### src/core/rupp_params.svh
// constants for the user program partition register block
// assumes inclusion by bare name from core files
`ifndef RUPP_PARAMS_SVH
`define RUPP_PARAMS_SVH

// register byte offsets
`define RUPP_OFF_UPB 12'h000
`define RUPP_OFF_UDB 12'h004
`define RUPP_OFF_RSZ 12'h008
`define RUPP_OFF_STAT 12'h00C
// field positions of the base fields
`define RUPP_BASE_MSB 15
`define RUPP_BASE_LSB 10
// reset values
`define RUPP_UPB_RST 6'h00
`define RUPP_UDB_RST 6'h00
`define RUPP_RSZ_RST 6'h00
// axi response codes
`define RUPP_RESP_OKAY 2'h0
`define RUPP_RESP_SLVERR 2'h2

`endif

### src/core/rupp_pkg.sv
// types for the user program partition register block
// assumes nothing beyond the params header
package rupp_pkg;
   typedef logic [5:0] rupp_field_t;
   typedef enum {RUPP_W_IDLE, RUPP_W_RESP} rupp_wstate_t;
endpackage

### src/core/rupp_check.sv
// partition ordering checker: compares programmed base fields
// assumes all fields are registered in the same clock domain
`timescale 1ns/1ps
module rupp_check
   import rupp_pkg::*;
(
   // fields in 1 KB units
   input wire rupp_field_t upb_i,
   input wire rupp_field_t udb_i,
   input wire rupp_field_t rsz_i,
   // flags
   output logic order_bad_o,
   output logic size_bad_o
);
   // user program base must exceed user data base when in use
   assign order_bad_o = (upb_i != 6'h00) && (upb_i <= udb_i);
   // user program base must not exceed ram size setting
   assign size_bad_o = upb_i > rsz_i;
endmodule

### src/core/rupp_regs.sv
// user program partition register block behind an axi4-lite slave
// Overview of operation
// - bits 31 to 16 of the user program base always read as zero.
// - bits 15 to 10 hold the writable six-bit user program start, active when non-zero.
// - bits 9 to 0 read as zero so the boundary moves in 1 KB steps.
// - reset clears the user program base, giving all ram to kernel data.
// assumes a single clock, an axi4-lite master, one write and one read at a time
`timescale 1ns/1ps
`include "rupp_params.svh"
module rupp_regs
   import rupp_pkg::*;
#(
   parameter int ADDR_W = 12
)
(
   // clock and reset
   input wire logic REF_CLK_I,
   input wire logic RST_N_I,
   // write address and data
   input wire logic [ADDR_W-1:0] S_AXI_AWADDR_I,
   input wire logic S_AXI_AWVALID_I,
   output logic S_AXI_AWREADY_O,
   input wire logic [31:0] S_AXI_WDATA_I,
   input wire logic [3:0] S_AXI_WSTRB_I,
   input wire logic S_AXI_WVALID_I,
   output logic S_AXI_WREADY_O,
   // write response
   output logic [1:0] S_AXI_BRESP_O,
   output logic S_AXI_BVALID_O,
   input wire logic S_AXI_BREADY_I,
   // read address
   input wire logic [ADDR_W-1:0] S_AXI_ARADDR_I,
   input wire logic S_AXI_ARVALID_I,
   output logic S_AXI_ARREADY_O,
   // read data
   output logic [31:0] S_AXI_RDATA_O,
   output logic [1:0] S_AXI_RRESP_O,
   output logic S_AXI_RVALID_O,
   input wire logic S_AXI_RREADY_I,
   // partition outputs
   output logic [31:0] USER_PROG_BASE_O,
   output logic USER_PROG_EN_O
);
   //----------------------------------------
   // state
   //----------------------------------------
   rupp_field_t upb_reg, udb_reg, rsz_reg;
   rupp_wstate_t wstate_reg;
   logic aw_got_reg, w_got_reg;
   logic [ADDR_W-1:0] awaddr_reg;
   logic [31:0] wdata_reg;
   logic [3:0] wstrb_reg;
   logic order_bad, size_bad;
   logic do_write;

   // pack a base field into a full register word with fixed zeros
   function automatic logic [31:0] base_word(input rupp_field_t f);
      base_word = {16'h0000, f, 10'h000};
   endfunction

   // field update honouring byte strobes over bits 15:10 only
   function automatic rupp_field_t merge_field(input rupp_field_t old,
         input logic [31:0] d, input logic [3:0] s);
      merge_field = s[1] ? d[`RUPP_BASE_MSB:`RUPP_BASE_LSB] : old;
   endfunction

   //----------------------------------------
   // write channel
   //----------------------------------------
   assign do_write = aw_got_reg && w_got_reg && (wstate_reg == RUPP_W_IDLE);

   // accept address and data in either order
   always_ff @(posedge REF_CLK_I or negedge RST_N_I) begin
      if (!RST_N_I) begin
         aw_got_reg <= 1'b0;
         w_got_reg <= 1'b0;
         awaddr_reg <= '0;
         wdata_reg <= 32'h00000000;
         wstrb_reg <= 4'h0;
      end else begin
         if (S_AXI_AWVALID_I && S_AXI_AWREADY_O) begin
            aw_got_reg <= 1'b1;
            awaddr_reg <= S_AXI_AWADDR_I;
         end else if (do_write) begin
            aw_got_reg <= 1'b0;
         end
         if (S_AXI_WVALID_I && S_AXI_WREADY_O) begin
            w_got_reg <= 1'b1;
            wdata_reg <= S_AXI_WDATA_I;
            wstrb_reg <= S_AXI_WSTRB_I;
         end else if (do_write) begin
            w_got_reg <= 1'b0;
         end
      end
   end

   // ready flags registered, low while holding a beat or answering
   always_ff @(posedge REF_CLK_I or negedge RST_N_I) begin
      if (!RST_N_I) begin
         S_AXI_AWREADY_O <= 1'b0;
         S_AXI_WREADY_O <= 1'b0;
      end else begin
         S_AXI_AWREADY_O <= !aw_got_reg && !(S_AXI_AWVALID_I && S_AXI_AWREADY_O)
            && (wstate_reg == RUPP_W_IDLE);
         S_AXI_WREADY_O <= !w_got_reg && !(S_AXI_WVALID_I && S_AXI_WREADY_O)
            && (wstate_reg == RUPP_W_IDLE);
      end
   end

   // response state machine
   always_ff @(posedge REF_CLK_I or negedge RST_N_I) begin
      if (!RST_N_I) begin
         wstate_reg <= RUPP_W_IDLE;
         S_AXI_BVALID_O <= 1'b0;
         S_AXI_BRESP_O <= `RUPP_RESP_OKAY;
      end else begin
         case (wstate_reg)
            RUPP_W_IDLE: begin
               if (do_write) begin
                  wstate_reg <= RUPP_W_RESP;
                  S_AXI_BVALID_O <= 1'b1;
                  case (awaddr_reg)
                     `RUPP_OFF_UPB, `RUPP_OFF_UDB, `RUPP_OFF_RSZ, `RUPP_OFF_STAT:
                        S_AXI_BRESP_O <= `RUPP_RESP_OKAY;
                     default: S_AXI_BRESP_O <= `RUPP_RESP_SLVERR;
                  endcase
               end
            end
            RUPP_W_RESP: begin
               if (S_AXI_BREADY_I) begin
                  wstate_reg <= RUPP_W_IDLE;
                  S_AXI_BVALID_O <= 1'b0;
               end
            end
            default: wstate_reg <= RUPP_W_IDLE;
         endcase
      end
   end

   //----------------------------------------
   // registers
   //----------------------------------------
   // base fields, cleared at reset
   always_ff @(posedge REF_CLK_I or negedge RST_N_I) begin
      if (!RST_N_I) begin
         upb_reg <= `RUPP_UPB_RST;
         udb_reg <= `RUPP_UDB_RST;
         rsz_reg <= `RUPP_RSZ_RST;
      end else if (do_write) begin
         case (awaddr_reg)
            `RUPP_OFF_UPB: upb_reg <= merge_field(upb_reg, wdata_reg, wstrb_reg);
            `RUPP_OFF_UDB: udb_reg <= merge_field(udb_reg, wdata_reg, wstrb_reg);
            `RUPP_OFF_RSZ: rsz_reg <= merge_field(rsz_reg, wdata_reg, wstrb_reg);
            default: ;
         endcase
      end
   end

   // ordering checker for software mistakes
   rupp_check u_rupp_check (
      .upb_i(upb_reg),
      .udb_i(udb_reg),
      .rsz_i(rsz_reg),
      .order_bad_o(order_bad),
      .size_bad_o(size_bad)
   );

   //----------------------------------------
   // read channel
   //----------------------------------------
   // one-cycle read answer, held until taken
   always_ff @(posedge REF_CLK_I or negedge RST_N_I) begin
      if (!RST_N_I) begin
         S_AXI_ARREADY_O <= 1'b0;
         S_AXI_RVALID_O <= 1'b0;
         S_AXI_RDATA_O <= 32'h00000000;
         S_AXI_RRESP_O <= `RUPP_RESP_OKAY;
      end else if (S_AXI_RVALID_O) begin
         S_AXI_ARREADY_O <= 1'b0;
         if (S_AXI_RREADY_I) begin
            S_AXI_RVALID_O <= 1'b0;
            S_AXI_ARREADY_O <= 1'b1;
         end
      end else if (S_AXI_ARVALID_I && S_AXI_ARREADY_O) begin
         S_AXI_ARREADY_O <= 1'b0;
         S_AXI_RVALID_O <= 1'b1;
         S_AXI_RRESP_O <= `RUPP_RESP_OKAY;
         case (S_AXI_ARADDR_I)
            `RUPP_OFF_UPB: S_AXI_RDATA_O <= base_word(upb_reg);
            `RUPP_OFF_UDB: S_AXI_RDATA_O <= base_word(udb_reg);
            `RUPP_OFF_RSZ: S_AXI_RDATA_O <= base_word(rsz_reg);
            `RUPP_OFF_STAT: S_AXI_RDATA_O <= {30'h00000000, size_bad, order_bad};
            default: begin
               S_AXI_RDATA_O <= 32'h00000000;
               S_AXI_RRESP_O <= `RUPP_RESP_SLVERR;
            end
         endcase
      end else begin
         S_AXI_ARREADY_O <= 1'b1;
      end
   end

   //----------------------------------------
   // partition outputs
   //----------------------------------------
   // registered copy of the boundary for the bus matrix
   always_ff @(posedge REF_CLK_I or negedge RST_N_I) begin
      if (!RST_N_I) begin
         USER_PROG_BASE_O <= 32'h00000000;
         USER_PROG_EN_O <= 1'b0;
      end else begin
         USER_PROG_BASE_O <= base_word(upb_reg);
         USER_PROG_EN_O <= upb_reg != 6'h00;
      end
   end
endmodule

### config.mk
export PLATFORM = sky130hd
export DESIGN_NAME = rupp_regs
export DESIGN_NICKNAME = d
export VERILOG_FILES = /design/src/core/rupp_pkg.sv /design/src/core/rupp_check.sv /design/src/core/rupp_regs.sv
export VERILOG_INCLUDE_DIRS = /design/src /design/src/core
export SDC_FILE = /design/constraint.sdc
export NUM_CORES = 1
export LEC_CHECK = 0
export ABC_AREA = 1
export BUFFER_PORTS_ARGS = -buffer_cell sky130_fd_sc_hd__buf_2
export CORE_AREA = 3 3 114 72
export CTS_CLUSTER_DIAMETER = 120
export DETAILED_ROUTE_END_ITERATION = 10
export DIE_AREA = 0 0 117 75
export GPL_ROUTABILITY_DRIVEN = 0
export PLACE_DENSITY = 0.74
export SYNTH_ARGS = -nofsm -noshare
export SYNTH_HDL_FRONTEND = slang
export SYNTH_SLANG_ARGS = --single-unit
### constraint.sdc
create_clock -name REF_CLK_I -period 2.1 [get_ports REF_CLK_I]
set_input_delay 0.21 -clock REF_CLK_I [delete_from_list [all_inputs] [get_ports REF_CLK_I]]
set_output_delay 0.21 -clock REF_CLK_I [all_outputs]
set_load 0.01 [all_outputs]
; After elaboration in Yosys (flattened, before gate mapping)
; Cells that the tools add are included.
[classes]
n_lt_le_gt_ge = 2
n_eq_ne = 9
muxes = 18
bitwise = 1
n_reduce_logical = 31
[op_table]
columns = op, n
row1 = logical NOT 32 bit, 2
row2 = 2-to-1 mux 32 bit, 2
row3 = case mux 16 bit (4 select lines), 1
row4 = case mux 32 bit (2 select lines), 1
row5 = "== test 12 x 4 -> 1 bit, second input constant", 4
row6 = "== test 32 x 1 -> 1 bit, second input constant", 1
row7 = "== test 12 x 3 -> 1 bit, second input constant", 2
row8 = logical NOT 12 bit, 2
row9 = AND reduction 3 bit, 4
row10 = 2-to-1 mux 1 bit, 11
row11 = logical AND 1 bit, 10
row12 = OR reduction 4 bit, 2
row13 = greater-than comparator 6 bit, 1
row14 = <= comparator 6 bit, 1
row15 = AND reduction 2 bit, 3
row16 = nonzero test 2 bit, 3
row17 = nonzero test 6 bit, 1
row18 = logical NOT 1 bit, 4
row19 = 2-to-1 mux 2 bit, 2
row20 = "inequality test 2 bit, second input constant", 2
row21 = case mux 1 bit (2 select lines), 1
row22 = NOT 1 bit, 1
[word_totals]
ff_bits = 130
in_bits = 67
elab_cells = 80

; Logic depth before layout (Yosys ltp)
; Gate-level depths: netlist (run 1).
[depth]
ltp_word = 4
ltp_mapped = 9
mapped_depth_nobuf = 9

; By module
; Synthesis (run 1) repeated with hierarchy kept, for this count alone.
[unflattened]
hier_cells = 359
area_unflattened_um2 = 3191.8
[by_module_without_submodules]
columns = mod, instances, cells_each, area_per_inst_um2, seq_area_each_um2
row1 = rupp_regs, 1, 302, 2846.5, 1526.5
row2 = rupp_check, 1, 57, 345.3, 0.0

; Least setup slack after synthesis (run 1)
; No wires, ideal clock.
[synth_timing]
path_kind = register -> register
from = reg S_AXI_BVALID_O (netlist name)
to = reg rsz_reg[1]
setup_ps = 120
t_arrival_ps = 1148
required_ps = 1980
setup_slack_ps = 832
stages_incl_launch_ff = 8
n_path_buf = 1
synth_period_minus_slack_ps = 1268
cell_sequence = dfrtp_1 -> inv_2 -> nand3_1 -> nor2_2 -> nand4_1 -> buf_4 -> nand2_1 -> o21ai_2
[synth_lines]
columns = item, line
row1 = end signal: assignment, rupp_regs.sv:148  ; rsz_reg <= `RUPP_RSZ_RST;
row2 = end signal: assignment, rupp_regs.sv:153  ; `RUPP_OFF_RSZ: rsz_reg <= merge_field(rsz_reg, wdata_reg, wstrb_reg);
row3 = end: declaration, rupp_regs.sv:47  ; rupp_field_t upb_reg, udb_reg, rsz_reg;

; Worst setup path after layout (run 1)
[layout_timing]
from = reg awaddr_reg[1]
to = reg upb_reg[0]
[layout_via]
elab_chain_cells = 2
[layout_rtl]
columns = item, line
row1 = start: declaration, rupp_regs.sv:50  ; logic [ADDR_W-1:0] awaddr_reg;
row2 = start signal: assignment, rupp_regs.sv:77  ; awaddr_reg <= '0;
row3 = start signal: assignment, rupp_regs.sv:83  ; awaddr_reg <= S_AXI_AWADDR_I;
row4 = logical NOT 12 bit, rupp_regs.sv:150  ; case (awaddr_reg)
row5 = AND reduction 3 bit (no line), -
row6 = end signal: assignment, rupp_regs.sv:146  ; upb_reg <= `RUPP_UPB_RST;
row7 = end signal: assignment, rupp_regs.sv:151  ; `RUPP_OFF_UPB: upb_reg <= merge_field(upb_reg, wdata_reg, wstrb_reg);
row8 = end: declaration, rupp_regs.sv:47
; Every way passes these cells.
; A chain may end at the register's enable or synchronous reset.

==> results_dict.tcl, run 1 <==
set metrics [dict create \
    drc 0 \
    synth_top_area_share_pct 47.42 \
    ys_types 26 \
    via_per_inst 4.582 \
    place_inst 504 \
    path_common_cell "nand2_1" \
    numPortBuffers 59 \
    avgSynthCellArea_um2 8.943 \
    grt_antenna_before_repair 0 \
    end_kind "register" \
    ir_drop_v 0.0004685 \
    rsz0062_at_grt "no" \
    synth_seq_area_share_pct 47.42 \
    hold_depth 2 \
    largest_register_ffs 12 \
    path_depth 6 \
    timing.setup.tns_ns 0 \
    top_usage_layer "met2" \
    finalNonFillerCells 521 \
    drive_above_1_share_pct 25.12 \
    status "finished, final reports clean" \
    arrival_ns 1.85 \
    gr-usage-met2_pct 26.21 \
    gr-total-overflow 0 \
    synthToLayoutAreaGrowth_pct 15.27 \
    fmax_mhz 605.8 \
    cts_setup_buffers 0 \
    fin_crit_ns 1.651 \
    num_io_pins 141 \
    comb_power_share_pct 20.0 \
    pwr-share-clk_pct 38.8 \
    drtIter0Drc 141 \
    dp_slack_ns 0.4889 \
    critPathBufInv 0 \
    core_mm2 0.007207 \
    insertion_delay_ns 0.33 \
    cp_data_required_time_ns 2.29 \
    crit_family "simple AND/OR/NAND/NOR gates" \
    met1_usage_pct 22.33 \
    yosys-top-cells-area "dfrtp_1 47%, buf_4 13%, nand2_1 6.6%" \
    drv_slew 0 \
    tritoncts "yes" \
    cts_made_buffers 9 \
    fin_crit_sh_pct 78.61 \
    critPathLaunchType "register" \
    use_met3_pct 5.141 \
    cts.sinks 61 \
    avgRoutedWirePerCell_um 13.24 \
    cts_max_level 3 \
    vias 2387 \
    async_reset_ff_share_pct 100.0 \
    p_sw_share_pct 29.66 \
    powerDensity_mw_per_mm2 1011 \
    nets 504 \
    dpl-instance-area_mm2 0.003407 \
    grt_first_pass_wirelength_mm 11.30 \
    synth_top_area_cell "dfrtp_1" \
    netlist_area_mm2 0.003219 \
    slew-limit-headroom_pct 55.28 \
    critical-path-max-stage-delay_ns 0.42 \
    cts.clk_slew.worst_paths_ns 0.05 \
    dieArea_mm2 0.008775 \
    final_cell_area_mm2 0.003711 \
    start_util_pct 44.67 \
    hpwlAfterDp_mm 5.181 \
    setup_viol 0 \
    synth_ff_type "dfrtp_1" \
    power_frac_seq_pct 41.2 \
    cellInternalPower_mw 2.640 \
    syn_inst 360 \
    ant_nets 0 \
    setup_ws_ns 0.4492 \
    worstPathCellList "nor2_2 -> nand2_1 -> nor2_1 -> nand3_1 -> nand2_1 -> o21ai_2" \
    tightest_slew_ns 0.6707 \
    cts_hold_buf 1 \
    final_common_cell "dfrtp_1" \
    power_switching_mw 1.113 \
    critical-path-slowest-cell "nand3_1" \
    crit_fanout 12 \
    power_leakage_nw 2.026 \
    rows 24 \
    grt_start_max_net_pins 35 \
    finalHoldViolations 0 \
    hold_path.class "input port to register" \
    wl_mm 6.899 \
    grt_pass1_vias 2396 \
    grt_usage_pct 16.95 \
    first_pass_iters 4 \
    cap_viol_max_count 0 \
    synth_edf_count 0 \
    ys_ff_latch 61 \
    path_class "register to register" \
    ctsResizeCount 0 \
    diodes 0 \
    fp.dieW_um 117 \
    dieHeight_um 75 \
    skew_ns 0.005782 \
    yosysWarnings 0 \
    final_cell_mix "61 x dfrtp_1, 59 x buf_2, 57 x nand2_1, 52 x conb_1, 36 x nand3_1" \
    r2r_cells 6 \
    root_buffer "clkbuf_16" \
    clockBufferDepth 2 \
]
==> cell families after synthesis <==
family / Yosys count / synth area share, %
AO/OA/AOI/OAI: 41 / 7.850
adder cells (fa/ha/maj): 12 / 4.664
buffers and inverters: 100 / 18.69
flip-flops: 61 / 47.42
multiplexers: 9 / 3.148
other: 1 / 0.1165
AND/OR/NAND/NOR: 136 / 18.11
==> path summary, 6_finish.rpt <==
path	from	end	slack (ns)
max	awaddr_reg[1]$_DFFE_PN0P_	upb_reg[0]$_DFFE_PN0P_	0.45
min	S_AXI_BREADY_I	S_AXI_BVALID_O$_DFFE_PN0P_	0.07
max reg2reg	awaddr_reg[1]$_DFFE_PN0P_	upb_reg[0]$_DFFE_PN0P_	0.45
min reg2reg	S_AXI_RDATA_O[15]$_DFFE_PN0P_	S_AXI_RDATA_O[15]$_DFFE_PN0P_	0.48
max in group asynchronous	RST_N_I	USER_PROG_BASE_O[13]$_DFF_PN0_	1.02
min in group asynchronous	RST_N_I	S_AXI_WREADY_O$_DFF_PN0_	0.46
==> through the flow <==
stage | util, % | hold WS (ns) | power, mW
2_1_floorplan | - | -0.08559 | 2.131
3_3_place_gp | 47.27 | 0.2640 | 2.268
3_5_place_dp | 47.27 | 0.2798 | 2.320
4_1_cts | 51.49 | 0.05961 | 3.785
5_1_grt | 51.49 | 0.06589 | 3.957
6_report | 51.49 | 0.06729 | 3.753
==> worst reg2reg max path, cell delays in order, from the launching register on <==
cell and delay, ns:
dfrtp_1 0.39, nor2_2 0.24, nand2_1 0.08, nor2_1 0.11
nand3_1 0.42, nand2_1 0.22, o21ai_2 0.07
==> synth_stat cells (2+ instances only) <==
cell and instances:
buf_2 4, buf_4 54, nor2_2 6, nand2_1 57, nor2_1 32, o21bai_1 2
o21ai_0 5, ha_1 12, o21ai_1 9, nand3_1 36, o21ai_2 11, mux2_2 9
dfrtp_1 61, inv_1 35, a21oi_1 13, inv_2 4
==> layer usage <==
layer / up-vias / share of wire, %
met5: - / 0
met4: 0 / 1.4
met3: 11 / 5.1
met2: 69 / 47
met1: 1130 / 46
li1: 1177 / -
==> final cells by class <==
class / instances / area [µm²]
fillers: 667 / 3496
clock buffers: 12 / 246.5
multi-input cells: 250 / 1282
inverters: 39 / 146.4
clock inverters: 4 / 47.55
repair buffers: 64 / 347.8
flip-flops and latches: 61 / 1526
well taps: 91 / 113.9
==> power groups by stage <==
| stage | combinational (mW) | clock [mW] | sequential (mW) |
|---|---|---|---|
| 6_report | 0.752 | 1.46 | 1.55 |
| 2_1_floorplan | 0.574 | 0 | 1.56 |
| 3_3_place_gp | 0.721 | 0 | 1.55 |
| 3_5_place_dp | 0.754 | 0 | 1.57 |
| 5_1_grt | 0.863 | 1.52 | 1.57 |
| 4_1_cts | 0.763 | 1.47 | 1.55 |
Power figures use the tool's default switching activity.
==> run 2, diff against run 1 <==
- clock period: 2.1 -> 1.6 ns (I/O delays scaled with it)
==> run 2 against run 1 <==
Against the previous run:
- hold slack got worse by 0.051 ns
- sequential power up 30%
- design area grew 1.0%
- count of clock-buffer cells in the layout decreased by 3
- utilization grew 0.54 points
- critical endpoint is now S_AXI_RDATA_O[0]$_DFFE_PN0P_
- largest cell class unchanged
==> results_dict.tcl, run 2 (same netlist as run 1, synthesis figures left out) <==
set metrics [dict create \
    rsz0062_at_grt "no" \
    status "finished, final reports clean" \
    root_buffer "clkbuf_16" \
    dieHeight_um 75 \
    core_mm2 0.007207 \
    cts_made_buffers 9 \
    arrival_ns 1.71 \
    path_class "register to register" \
    skew_ns 0.01084 \
    dieArea_mm2 0.008775 \
    num_io_pins 141 \
    fmax_mhz 666.2 \
    ant_nets 0 \
    ir_drop_v 0.0005927 \
    final_cell_mix "59 x dfrtp_1, 59 x buf_2, 57 x nand2_1, 52 x conb_1, 36 x nand3_1" \
    fin_crit_sh_pct 93.82 \
    cts.clk_slew.worst_paths_ns 0.06 \
    grt_start_max_net_pins 62 \
    drv_slew 0 \
    fp.dieW_um 117 \
    gr-total-overflow 0 \
    nets 507 \
    powerDensity_mw_per_mm2 1324 \
    wl_mm 6.613 \
    drc 0 \
    hpwlAfterDp_mm 4.916 \
    first_pass_iters 4 \
    start_util_pct 44.67 \
    min_to "S_AXI_BVALID_O$_DFFE_PN0P_" \
    grt_antenna_before_repair 0 \
    rows 24 \
    drive_above_1_share_pct 26.56 \
    grt_usage_pct 15.72 \
    grt_first_pass_wirelength_mm 10.44 \
    setup_ws_ns 0.09890 \
    avgRoutedWirePerCell_um 12.62 \
    r2r_start "upb_reg[5]$_DFFE_PN0P_" \
    dp_slack_ns 0.1322 \
    critPathLaunchType "register" \
    end_kind "register" \
    timing.setup.tns_ns 0 \
    power_leakage_nw 2.039 \
    tritoncts "yes" \
    cts.sinks 61 \
    synthToLayoutAreaGrowth_pct 16.48 \
    r2r_end "S_AXI_RDATA_O[0]$_DFFE_PN0P_" \
    vias 2363 \
    insertion_delay_ns 0.33 \
    setup_viol 0 \
    cts_max_level 3 \
    hold_path.class "input port to register" \
    clockBufferDepth 2 \
    diodes 0 \
    cp_data_required_time_ns 1.81 \
    r2r_cells 8 \
    hold_depth 2 \
    via_per_inst 4.510 \
    grt_pass1_vias 2283 \
    cap_viol_max_count 0 \
    ff2ff_setup_slack_ns 0.1 \
    fin_crit_ns 1.501 \
    crit_fanout 6 \
    finalHoldViolations 0 \
    numPortBuffers 59 \
    largest_register_ffs 12 \
    drtIter0Drc 155 \
    hold_start "S_AXI_BREADY_I" \
]
run 2: report_power, final:
group          total [mW]  switching (mW)  internal (mW)
registers            2.02           0.155           1.87
logic               0.984           0.630          0.354
clock network        1.96           0.729           1.23
run 2: worst max path at each step:
stage | startpoint | to | slack [ns] | cells after the start
CTS | upb_reg[5]$_DFFE_PN0P_ | S_AXI_RDATA_O[0]$_DFFE_PN0P_ | 0.11 | 8
global placement | upb_reg[4]$_DFFE_PN0P_ | S_AXI_RDATA_O[0]$_DFFE_PN0P_ | 0.21 | 8
detailed placement | upb_reg[5]$_DFFE_PN0P_ | S_AXI_RDATA_O[0]$_DFFE_PN0P_ | 0.13 | 8
global route | upb_reg[5]$_DFFE_PN0P_ | S_AXI_RDATA_O[0]$_DFFE_PN0P_ | 0.007 | 8
floorplan | S_AXI_BVALID_O$_DFFE_PN0P_ | rsz_reg[1]$_DFFE_PN0P_ | 0.33 | 7
finish | upb_reg[5]$_DFFE_PN0P_ | S_AXI_RDATA_O[0]$_DFFE_PN0P_ | 0.1 | 8
run 2: final cells by class:
type | count | area, µm²
fill | 679 | 3457
sequential | 61 | 1529
multi-input combinational | 250 | 1282
timing repair buffer | 67 | 370.4
clock buffer | 9 | 225.2
inverter | 39 | 146.4
tap | 91 | 113.9
clock inverter | 7 | 82.58
run 2: timing repair:
item,4_1_cts,5_1_grt
hold buffers,1,0
hold endpoints to repair,61,0
setup endpoints to repair,0,2
buffers inserted,0,0
gates resized for setup,0,2
run 2: routing by layer:
| layer | up-vias | wire length (µm) | track usage, % |
|---|---|---|---|
| met1 | 1103 | 3043 | 21.23 |
| li1 | 1182 | - | - |
| met5 | - | 0 | 0 |
| met4 | 0 | 58 | 5.725 |
| met2 | 74 | 3069 | 24.26 |
| met3 | 4 | 442 | 4.739 |
run 2: critical path, stage by stage, from the launching register on:
cell     delay, ns
dfrtp_2       0.46
ha_1          0.33
nand2_1       0.07
nor2_1        0.17
o21ai_0       0.13
nand3_1       0.09
nand2_1       0.05
nand2_1       0.06
nand2_1       0.04
run 2: stage by stage:
| stage | area, µm² | instances | hold slack (ns) | util [%] | total power [mW] |
|---|---|---|---|---|---|
| 6_report | 3750 | 524 | 0.01674 | 52.03 | 4.964 |
| 5_1_grt | 3750 | 524 | 0.03806 | 52.03 | 5.236 |
| 4_1_cts | 3747 | 524 | 0.01450 | 52.00 | 5.007 |
| 3_5_place_dp | 3430 | 507 | 0.1912 | 47.59 | 3.035 |
| 3_3_place_gp | 3430 | 507 | 0.1871 | 47.59 | 2.980 |
| 2_1_floorplan | 3411 | 411 | -0.1356 | - | 2.797 |
